$ cat config.mk
export PLATFORM = sky130hd
export DESIGN_NAME = srf_top
export DESIGN_NICKNAME = d
export VERILOG_FILES = /design/src/inc/srf_pkg.sv /design/src/design/srf_top.sv /design/src/design/srf_filter.sv
export SDC_FILE = /design/constraint.sdc
export NUM_CORES = 1
export LEC_CHECK = 0
export ABC_AREA = 1
export BUFFER_PORTS_ARGS = -buffer_cell sky130_fd_sc_hd__clkbuf_2
export CORE_UTILIZATION = 30
export DETAILED_ROUTE_END_ITERATION = 8
export PLACE_DENSITY = 0.55
export SYNTH_ARGS = -nofsm -noshare
export SYNTH_HDL_FRONTEND = slang
export SYNTH_SLANG_ARGS = --single-unit
$ cat constraint.sdc
create_clock -name mclk_i -period 2.9 [get_ports mclk_i]
set_input_delay 0.29 -clock mclk_i [delete_from_list [all_inputs] [get_ports mclk_i]]
set_output_delay 0.29 -clock mclk_i [all_outputs]
set_load 0.1 [all_outputs]
$ cat src/inc/srf_pkg.sv
package srf_pkg;
   // supply filter time before a slow dip counts as a reset (cycles)
   localparam int unsigned FILTER_CYC = 16;
   // reset pin deglitch time (cycles)
   localparam int unsigned GLITCH_CYC = 8;
   localparam int unsigned CNT_W = 16;
   localparam int unsigned NUM_FIFO = 4;
   localparam int unsigned NUM_CH = 4;
   // deployment length in cycles
   localparam int unsigned DEPLOY_CYC = 64;
   localparam logic [1:0] STRETCH_W = 2'h0;
   // notice pin modes
   localparam logic MODE_POLL = 1'b0;
   localparam logic MODE_IRQ = 1'b1;
   localparam logic NOTICE_POL_RST = 1'b1;
   localparam logic NOTICE_MODE_RST = 1'b0;
   typedef enum logic [1:0] {SRF_OFF, SRF_RUN, SRF_DEPLOY} srf_state_e;
endpackage

$ cat src/design/srf_top.sv
`timescale 1ns/1ps
// Functional notes
// long supply dip resets outputs and registers
// low threshold supply dip resets immediately
// short supply dip is ignored
// outputs enabled only after supply valid
// reset pin acts like supply reset
// reset pin ignored during deployment
// supply reset aborts deployment at once
// reset pin acts after deployment completes
// reset pin is deglitched
// notice polarity and mode configurable
// polling: notice while any fifo holds data
// interrupt: clear notice at transfer start
// interrupt: re-arm notice at transfer end
// bias resistor out of range resets
// logic ground loss resets
// power ground loss blocks its channel only
// hard faults reset and abort deployment
// soft reset ignored during deployment
// master keeps serial clock low when idle; no serial clock is modelled here
// deployment runs to completion unless hard reset
// filter and deglitch are cycle counters
module srf_top
(
   // clock and reset
   input wire logic mclk_i,
   input wire logic rst_i,
   // supply monitor comparators, high while below threshold
   input wire logic vdd_below_rst_i,
   input wire logic vdd_below_rst_low_i,
   // external reset pin, active low
   input wire logic ext_reset_n_pin_i,
   // bias resistor monitor and ground monitors
   input wire logic bias_res_upper_limit_i,
   input wire logic bias_res_lower_limit_i,
   input wire logic logic_gnd_lost_i,
   input wire logic [3:0] channel_power_grounds_lost_i,
   // soft reset request and deployment request per channel
   input wire logic soft_reset_i,
   input wire logic [3:0] deploy_req_i,
   // notice configuration
   input wire logic notice_pol_i,
   input wire logic notice_mode_i,
   // fifo occupancy and satellite chip select (high = asserted)
   input wire logic [3:0] fifo_not_empty_i,
   input wire logic sat_cs_i,
   // outputs
   output logic outputs_en_o,
   output logic regs_reset_o,
   output logic [3:0] deploy_drive_o,
   output logic deploy_busy_o,
   output logic fifo_notice_pin_o
);
   // ----------------------------------------------------------------
   // reset sources
   // ----------------------------------------------------------------
   logic vdd_long;
   logic pin_low;
   logic pin_hit;
   logic hard_rst;
   logic pin_rst;
   logic soft_rst;
   logic any_rst;
   logic deploying;
   logic bias_bad;
   // run state is declared here because the reset gating reads it
   srf_pkg::srf_state_e state_r;
   srf_pkg::srf_state_e state_nxt;

   // supply filter: short dips never reach hit
   srf_filter #(.LEN(srf_pkg::FILTER_CYC)) u_vdd_filt
   (
      .mclk_i(mclk_i),
      .rst_i(rst_i),
      .lvl_i(vdd_below_rst_i),
      .hit_o(vdd_long)
   );

   // pin deglitch
   assign pin_low = ~ext_reset_n_pin_i;
   srf_filter #(.LEN(srf_pkg::GLITCH_CYC)) u_pin_filt
   (
      .mclk_i(mclk_i),
      .rst_i(rst_i),
      .lvl_i(pin_low),
      .hit_o(pin_hit)
   );

   assign bias_bad = bias_res_upper_limit_i | bias_res_lower_limit_i;
   // hard sources act regardless of deployment
   assign hard_rst = vdd_long | vdd_below_rst_low_i | bias_bad
                   | logic_gnd_lost_i;
   // pin and soft reset blocked while deploying
   assign deploying = (state_r == srf_pkg::SRF_DEPLOY);
   assign pin_rst = pin_hit & ~deploying;
   assign soft_rst = soft_reset_i & ~deploying;
   assign any_rst = hard_rst | pin_rst | soft_rst;

   // ----------------------------------------------------------------
   // run state and deployment timer
   // ----------------------------------------------------------------
   logic [15:0] dep_cnt_r;
   logic [15:0] dep_cnt_nxt;
   logic [3:0] dep_ch_r;
   logic [3:0] dep_ch_nxt;
   logic [3:0] dep_ok;
   logic dep_last;
   logic supply_ok;

   localparam logic [15:0] DEP_LAST = 16'(srf_pkg::DEPLOY_CYC - 1);
   // outputs cannot turn on while either supply comparator reads high
   assign supply_ok = ~vdd_below_rst_i & ~vdd_below_rst_low_i;
   // a channel without its power ground cannot deploy
   assign dep_ok = deploy_req_i & ~channel_power_grounds_lost_i;
   assign dep_last = (dep_cnt_r == DEP_LAST);

   // next state: hard reset always wins, deployment ends only by timer or hard reset
   always_comb
   begin
      state_nxt = state_r;
      dep_cnt_nxt = dep_cnt_r;
      dep_ch_nxt = dep_ch_r;
      case (state_r)
         srf_pkg::SRF_OFF:
         begin
            if (!any_rst && supply_ok)
               state_nxt = srf_pkg::SRF_RUN;
         end
         srf_pkg::SRF_RUN:
         begin
            if (any_rst)
               state_nxt = srf_pkg::SRF_OFF;
            else if (dep_ok != 4'h0)
            begin
               state_nxt = srf_pkg::SRF_DEPLOY;
               dep_cnt_nxt = 16'h0000;
               dep_ch_nxt = dep_ok;
            end
         end
         srf_pkg::SRF_DEPLOY:
         begin
            dep_cnt_nxt = dep_cnt_r + 16'h0001;
            if (hard_rst)
            begin
               state_nxt = srf_pkg::SRF_OFF;
               dep_ch_nxt = 4'h0;
            end
            else if (dep_last)
            begin
               state_nxt = srf_pkg::SRF_RUN;
               dep_ch_nxt = 4'h0;
            end
         end
         default:
         begin
            state_nxt = srf_pkg::SRF_OFF;
            dep_ch_nxt = 4'h0;
         end
      endcase
   end

   always_ff @(posedge mclk_i)
   begin
      if (rst_i)
      begin
         state_r <= srf_pkg::SRF_OFF;
         dep_cnt_r <= 16'h0000;
         dep_ch_r <= 4'h0;
      end
      else
      begin
         state_r <= state_nxt;
         dep_cnt_r <= dep_cnt_nxt;
         dep_ch_r <= dep_ch_nxt;
      end
   end

   // ----------------------------------------------------------------
   // fifo notice pin
   // ----------------------------------------------------------------
   logic pol_r;
   logic mode_r;
   logic cs_d_r;
   logic cs_rise;
   logic cs_fall;
   logic any_data;
   logic irq_r;
   logic irq_nxt;
   logic notice_act;
   logic cfg_load;

   assign any_data = |fifo_not_empty_i;
   assign cs_rise = sat_cs_i & ~cs_d_r;
   assign cs_fall = ~sat_cs_i & cs_d_r;
   // configuration is latched from the pins while in reset, so a change applies from the next run
   assign cfg_load = (state_r == srf_pkg::SRF_OFF);
   // interrupt latch: set on new data when idle, cleared at cs start
   assign irq_nxt = cs_rise ? 1'b0 :
                    cs_fall ? any_data :
                    (sat_cs_i ? 1'b0 : (irq_r | any_data));
   // polling follows fifo level directly
   assign notice_act = (mode_r == srf_pkg::MODE_IRQ) ? irq_nxt
                                                     : any_data;

   always_ff @(posedge mclk_i)
   begin
      if (rst_i)
      begin
         pol_r <= srf_pkg::NOTICE_POL_RST;
         mode_r <= srf_pkg::NOTICE_MODE_RST;
         cs_d_r <= 1'b0;
         irq_r <= 1'b0;
      end
      else
      begin
         if (cfg_load)
         begin
            pol_r <= notice_pol_i;
            mode_r <= notice_mode_i;
         end
         cs_d_r <= sat_cs_i;
         irq_r <= irq_nxt & ~cfg_load;
      end
   end

   // ----------------------------------------------------------------
   // registered outputs
   // ----------------------------------------------------------------
   // pin idles at the inactive level, i.e. the inverse of polarity
   always_ff @(posedge mclk_i)
   begin
      if (rst_i)
      begin
         outputs_en_o <= 1'b0;
         regs_reset_o <= 1'b1;
         deploy_drive_o <= 4'h0;
         deploy_busy_o <= 1'b0;
         fifo_notice_pin_o <= ~srf_pkg::NOTICE_POL_RST;
      end
      else
      begin
         outputs_en_o <= (state_nxt != srf_pkg::SRF_OFF);
         regs_reset_o <= (state_nxt == srf_pkg::SRF_OFF);
         deploy_drive_o <= (state_nxt == srf_pkg::SRF_DEPLOY)
                         ? dep_ch_nxt : 4'h0;
         deploy_busy_o <= (state_nxt == srf_pkg::SRF_DEPLOY);
         fifo_notice_pin_o <= (notice_act & ~cfg_load) ? pol_r : ~pol_r;
      end
   end
endmodule

$ cat src/design/srf_filter.sv
`timescale 1ns/1ps
// ----------------------------------------------------------------
// persistence filter: flags a level held for LEN cycles
// ----------------------------------------------------------------
module srf_filter #(
   parameter int unsigned LEN = 8
)
(
   // clock and reset
   input wire logic mclk_i,
   input wire logic rst_i,
   // level in, filtered level out
   input wire logic lvl_i,
   output logic hit_o
);
   logic [15:0] cnt_r;
   logic [15:0] cnt_nxt;
   logic done;
   localparam logic [15:0] LEN_M1 = 16'(LEN - 1);

   // counter saturates at the limit so a long level stays flagged
   assign done = (cnt_r >= LEN_M1);
   assign cnt_nxt = !lvl_i ? 16'h0000 : (done ? cnt_r : cnt_r + 16'h0001);

   always_ff @(posedge mclk_i)
   begin
      if (rst_i)
      begin
         cnt_r <= 16'h0000;
         hit_o <= 1'b0;
      end
      else
      begin
         cnt_r <= cnt_nxt;
         hit_o <= lvl_i & done;
      end
   end
endmodule

==> results_dict.tcl, run 1 <==
set metrics [dict create \
    wl_mm 5.41 \
    fillers 1038 \
    synth_ff_type "dfxtp_1" \
    use_met3_pct 3.13 \
    ant_nets 0 \
    grtUsageMet2_pct 18.3 \
    track_usage_pct 11.7 \
    synth.distinct_cells 28 \
    cp.arrival_ps 1820 \
    synth_area_mm2 0.00290 \
    cts_tree "done" \
    hold_ws_ps 179 \
    core_mm2 0.00928 \
    io_pins 32 \
    rr_startpoint "state_r[0]$_SDFF_PP0_" \
    max-slew-margin-rel_pct 63.7 \
    clock.fmax_mhz 635 \
    worstSetupPathType "reg -> reg" \
    vias 2403 \
    dp_slack_ps 1310 \
    syn_to_final_growth_pct 17.3 \
    initial_core_util_pct 31.3 \
    cp-startpoint "state_r[0]$_SDFF_PP0_" \
    fin_ws_ps 1320 \
    clock_latency_ps 330 \
    wl_per_cell_um 9.51 \
    min_period_over_period_pct 54.3 \
    design.die.area_mm2 0.0101 \
    yosysWarnings 0 \
    drc_errors 0 \
    status "completed" \
    clk_path_buf_depth 2 \
    synthTopCellsByArea "dfxtp_1, nand2_1, nor2_1" \
    diodes 0 \
    place_inst 553 \
    multi_input_area_mm2 0.00122 \
    clock_skew_ps 6.70 \
    io_buffers 31 \
    hp-class "in -> reg" \
    fin_crit_ps 1580 \
    seq_area_mm2 0.00136 \
    clk_pin_slew_ps 80 \
    clkSinkCount 68 \
    dpl.hpwl_mm 4.03 \
    drive_gt1_share_pct 14.5 \
    htreeDepth 3 \
    firstDrtPassIters 4 \
    synth_seq_cells 68 \
    finish.net_count 462 \
    synth-edff-count 0 \
    slowest_stage "dfxtp_1" \
    max-cap-violations 0 \
    die-width_um 100 \
    grt.overflow.total 0 \
    critical_path_required_ps 3140 \
    yosysTopAreaCellShare_pct 46.9 \
    synth_commonest_cells "nand2_1, nor2_1, dfxtp_1" \
    setup_violations 0 \
    grt_pass1_vias 2170 \
    synth_seq_area_share_pct 46.9 \
    grt_pass1_wl_mm 9.32 \
    synth_nets 428 \
    vias_per_cell 4.22 \
    numCtsBuffers 9 \
    post_cts_buffers 0 \
    leakage_nw 1.47 \
    async_flop_share_pct 0 \
    crit_fanout 16 \
    syn_area_per_cell_um2 7.24 \
    path_cells "nor2_8 > nor2_4 > nor2_8 > nand3_4 > nand2_2 > nand2_4 > nand2_2 > inv_1" \
    rsz0062_at_grt "false" \
    gp_congestion 0.796 \
    stdcell_count 569 \
    power.density_mw_per_mm2 558 \
    final_hold_viol_count 0 \
    hold_buffers 0 \
    synth_area_leader_cell "dfxtp_1" \
    grt-busiest-layer "met2" \
    utilization_pct 36.7 \
    worstSetupStartpointType "register" \
    antenna_found_initial 0 \
    maxSlewViolCount 0 \
    path_buf_inv 1 \
    fp.dieH_um 100 \
    use_met1_pct 14.9 \
    cpPeakStageDelay_ps 420 \
    grt_max_degree 17 \
    setup_tns_ps 0 \
    peakVddDrop_mv 0.287 \
    first_iter_violations 102 \
    cts-resized-gates 0 \
    worstSetupEndpointType "register" \
    crit_family "simple AND/OR/NAND/NOR gates" \
    rows 35 \
    syn_inst 401 \
    hold_start "sat_cs_i" \
    synth_most_common_cell "nand2_1" \
    cts_root_buf "clkbuf_8" \
    worstMarginPinSlew_ps 547 \
]
==> state kept, by name, indices dropped and copies added, names as in the netlist <==
name,cells
dep_cnt_r,16
u_pin_filt.cnt_r,16
u_vdd_filt.cnt_r,16
dep_ch_r,4
deploy_drive_o,4
state_r,2
cs_d_r,1
deploy_busy_o,1
fifo_notice_pin_o,1
irq_r,1
mode_r,1
outputs_en_o,1
pol_r,1
regs_reset_o,1
u_pin_filt.hit_o,1
u_vdd_filt.hit_o,1
==> tightest hold or removal path, delay by kind of cell <==
family        cells  cell delay [ps]
simple gates      1               40
buf+inv           2              140
==> metrics by stage <==
step | instance area (um2) | total power, mW
finish | 3400 | 1.90
global route | 3400 | 1.97
CTS | 3400 | 1.93
detailed placement | 3170 | 1.03
global placement | 3170 | 1.03
floorplan | 2900 | 1.00
==> placed cells by master, fill, tap and decap left out, types with 3 or more instances in the layout <==
master    instances
a21oi_2           5
dfxtp_1          68
clkbuf_2         31
nand2_2           3
nand2_1          74
inv_1            66
clkbuf_8         11
inv_2             3
o21ai_1           3
o21ai_0          15
nand3_1          35
xor2_1            3
ha_1              3
nor2_1           73
nand4_1           6
a21oi_1          23
==> kinds of logic (layout without fill, tap and decap cells) <==
| logic type | count (synthesis) | count (layout) | share of synthesized area [%] |
|---|---|---|---|
| buf+inv | 78 | 117 | 10.9 |
| xor+xnor | 3 | 3 | 0.906 |
| compound gates | 49 | 49 | 9.36 |
| simple gates | 200 | 200 | 30.7 |
| fa+ha+maj | 3 | 3 | 1.29 |
| flops | 68 | 68 | 46.9 |
==> where the power goes <==
part           internal (mW)  switching (mW)
sequential             0.939         0.00346
combinational         0.0241          0.0416
clock                  0.532           0.360
==> layer usage <==
metal	share of wire, %	vias up	wire [um]
met3	3.3	6	180
met4	1.7	0	93
met1	51	1046	2760
met5	0	-	0
li1	-	1320	-
met2	44	31	2380
==> final timing paths <==
check                                                         to  slack, ps  depth (start not counted)
worst max-delay path                     regs_reset_o$_SDFF_PP1_       1320                          8
worst min-delay path                           cs_d_r$_SDFF_PP0_        180                          3
worst max register to register           regs_reset_o$_SDFF_PP1_       1320                          8
worst min register to register  u_vdd_filt.cnt_r[6]$_SDFFE_PP0P_        430                          2
==> area by class of cell <==
class | instances | area share, %
flip-flops and latches | 68 | 40.0
repair buffers | 32 | 4.78
clock inverters | 5 | 2.46
well taps | 129 | 4.74
inverters | 69 | 7.61
clock buffers | 11 | 4.45
multi-input cells | 255 | 36.0
No activity file was read; power rests on OpenSTA's default activity.
==> run 2, diff against run 1 <==
==> constraint.sdc (replaced) <==
create_clock -name mclk_i -period 1.6 [get_ports mclk_i]
set_input_delay 0.16 -clock mclk_i [delete_from_list [all_inputs] [get_ports mclk_i]]
set_output_delay 0.16 -clock mclk_i [all_outputs]
set_load 0.1 [all_outputs]
==> results_dict.tcl, run 2 (synthesis results as in run 1) <==
set metrics [dict create \
    status "completed" \
    peakVddDrop_mv 0.697 \
    worstSetupStartpointType "register" \
    crit_end "dep_cnt_r[12]$_SDFFE_PP0P_" \
    numCtsBuffers 9 \
    io_buffers 31 \
    reg2reg_depth 10 \
    cts_tree "done" \
    rsz0062_at_grt "false" \
    cp.arrival_ps 1680 \
    seq_area_mm2 0.00136 \
    maxSlewViolCount 0 \
    fin_ws_ps 166 \
    htreeDepth 3 \
    die-width_um 100 \
    place_inst 555 \
    clock.fmax_mhz 698 \
    finish.net_count 467 \
    multi_input_area_mm2 0.00124 \
    p_switching_mw 0.703 \
    setup_violations 0 \
    drive_gt1_share_pct 16.0 \
    switching_share_pct 20.9 \
    io_pins 32 \
    hp-class "in -> reg" \
    clkPwrFrac_pct 45.6 \
    wl_per_cell_um 9.59 \
    ant_nets 0 \
    drc_errors 0 \
    worst_r2r_endpoint "dep_cnt_r[12]$_SDFFE_PP0P_" \
    antenna_found_initial 0 \
    clkSinkCount 68 \
    first_iter_violations 95 \
    rr_startpoint "state_r[1]$_SDFF_PP0_" \
    worstSetupEndpointType "register" \
    grt_pass1_vias 2231 \
    cpPeakStageDelay_ps 390 \
    crit_fanout 10 \
    leakage_nw 1.50 \
    pwr-share-seq_pct 50.8 \
    worstMarginPinSlew_ps 546 \
    diodes 0 \
    final_hold_viol_count 0 \
    dpl_cell_area_mm2 0.00318 \
    gp_congestion 0.799 \
    wl_mm 5.50 \
    initial_core_util_pct 31.3 \
    layout_commonest_cell "nand2_1" \
    grt_max_degree 17 \
    clk_pin_slew_ps 70 \
    cts_root_buf "clkbuf_8" \
    fillers 997 \
    power.density_mw_per_mm2 974 \
    path_cells "inv_2 > nor2_8 > nor2_4 > nor2_8 > nand3_4 > buf_12 > nand2_1 > nand2_1 > nand3_1 > inv_1" \
    dp_slack_ps 22.7 \
    clock_latency_ps 340 \
    cp-startpoint "state_r[1]$_SDFF_PP0_" \
    fp.dieH_um 100 \
    combPwrFrac_pct 3.5 \
    vias 2470 \
    largestRegisters "dep_cnt_r x16, u_pin_filt.cnt_r x16, u_vdd_filt.cnt_r x16" \
    stdcell_count 573 \
    dpl.hpwl_mm 4.06 \
    grt_pass1_wl_mm 9.49 \
    setup_tns_ps 0 \
    worstSetupPathType "reg -> reg" \
    grt.overflow.total 0 \
    clk_path_buf_depth 2 \
    slowest_stage "dfxtp_1" \
    reg2reg_slack_ps 170 \
    max-cap-violations 0 \
    rows 35 \
    core_mm2 0.00928 \
    vias_per_cell 4.31 \
    syn_to_final_growth_pct 18.9 \
    design.die.area_mm2 0.0101 \
    internal_power_mw 2.66 \
    design_area_mm2 0.00345 \
    final_cell_mix "nand2_1, nor2_1, dfxtp_1, inv_1, nand3_1" \
    fin_crit_ps 1430 \
    firstDrtPassIters 4 \
    min_period_over_period_pct 89.6 \
    critical_path_required_ps 1850 \
    max-slew-margin-rel_pct 63.7 \
    track_usage_pct 12.1 \
    clock_skew_ps 4.92 \
]
[run 2: cell type report]
| class | count | share of cell area [%] |
|---|---|---|
| clock buffers | 11 | 4.10 |
| inverters | 69 | 7.51 |
| multi-input cells | 255 | 35.9 |
| repair buffers | 37 | 6.16 |
| clock inverters | 4 | 2.14 |
| flip-flops and latches | 68 | 39.5 |
| well taps | 129 | 4.68 |
[run 2: timing repair]
| item | 4_1_cts | 5_1_grt |
|---|---|---|
| resized for setup | 0 | 5 |
| setup buffers | 0 | 3 |
| endpoints found under the setup margin | 0 | 18 |
| hold buffers | 0 | 0 |
[run 2: metal layers]
metal / track usage [%] / routed length [um]
met5: 0 / 0
met4: 5.69 / 88
met3: 3.83 / 228
met1: 14.7 / 2630
met2: 19.4 / 2550
[run 2: worst min path at each step]
stage	from	cells past startpoint	to	slack, ps
finish	sat_cs_i	3	cs_d_r$_SDFF_PP0_	40
global route	sat_cs_i	3	cs_d_r$_SDFF_PP0_	40
CTS	notice_pol_i	3	pol_r$_SDFFE_PP1P_	30
detailed placement	sat_cs_i	3	cs_d_r$_SDFF_PP0_	390
global placement	sat_cs_i	3	cs_d_r$_SDFF_PP0_	390
floorplan	sat_cs_i	2	cs_d_r$_SDFF_PP0_	290
[run 2: metrics by stage]
step / hold WS (ps) / power, mW / utilization [%]
after CTS: 28.8 / 3.42 / 36.6
after detailed placement: 391 / 1.87 / 34.3
after global placement: 393 / 1.87 / 34.3
after floorplan: 285 / 1.82 / -
final: 39.6 / 3.36 / 37.2
after global routing: 38.3 / 3.49 / 37.2
[run 2: power by group through the flow]
stage	clock [mW]	combinational [mW]	sequential, mW
after floorplan	0	0.0658	1.75
after global placement	0	0.120	1.75
after detailed placement	0	0.121	1.75
after CTS	1.59	0.121	1.71
after global routing	1.65	0.134	1.71
final	1.53	0.119	1.71
[run 2: critical path: cells and delay by family, from the launching register on]
kind,cells,cell delay (ps)
and+or+nand+nor,7,670
DFF,1,390
buffers and inverters,3,280
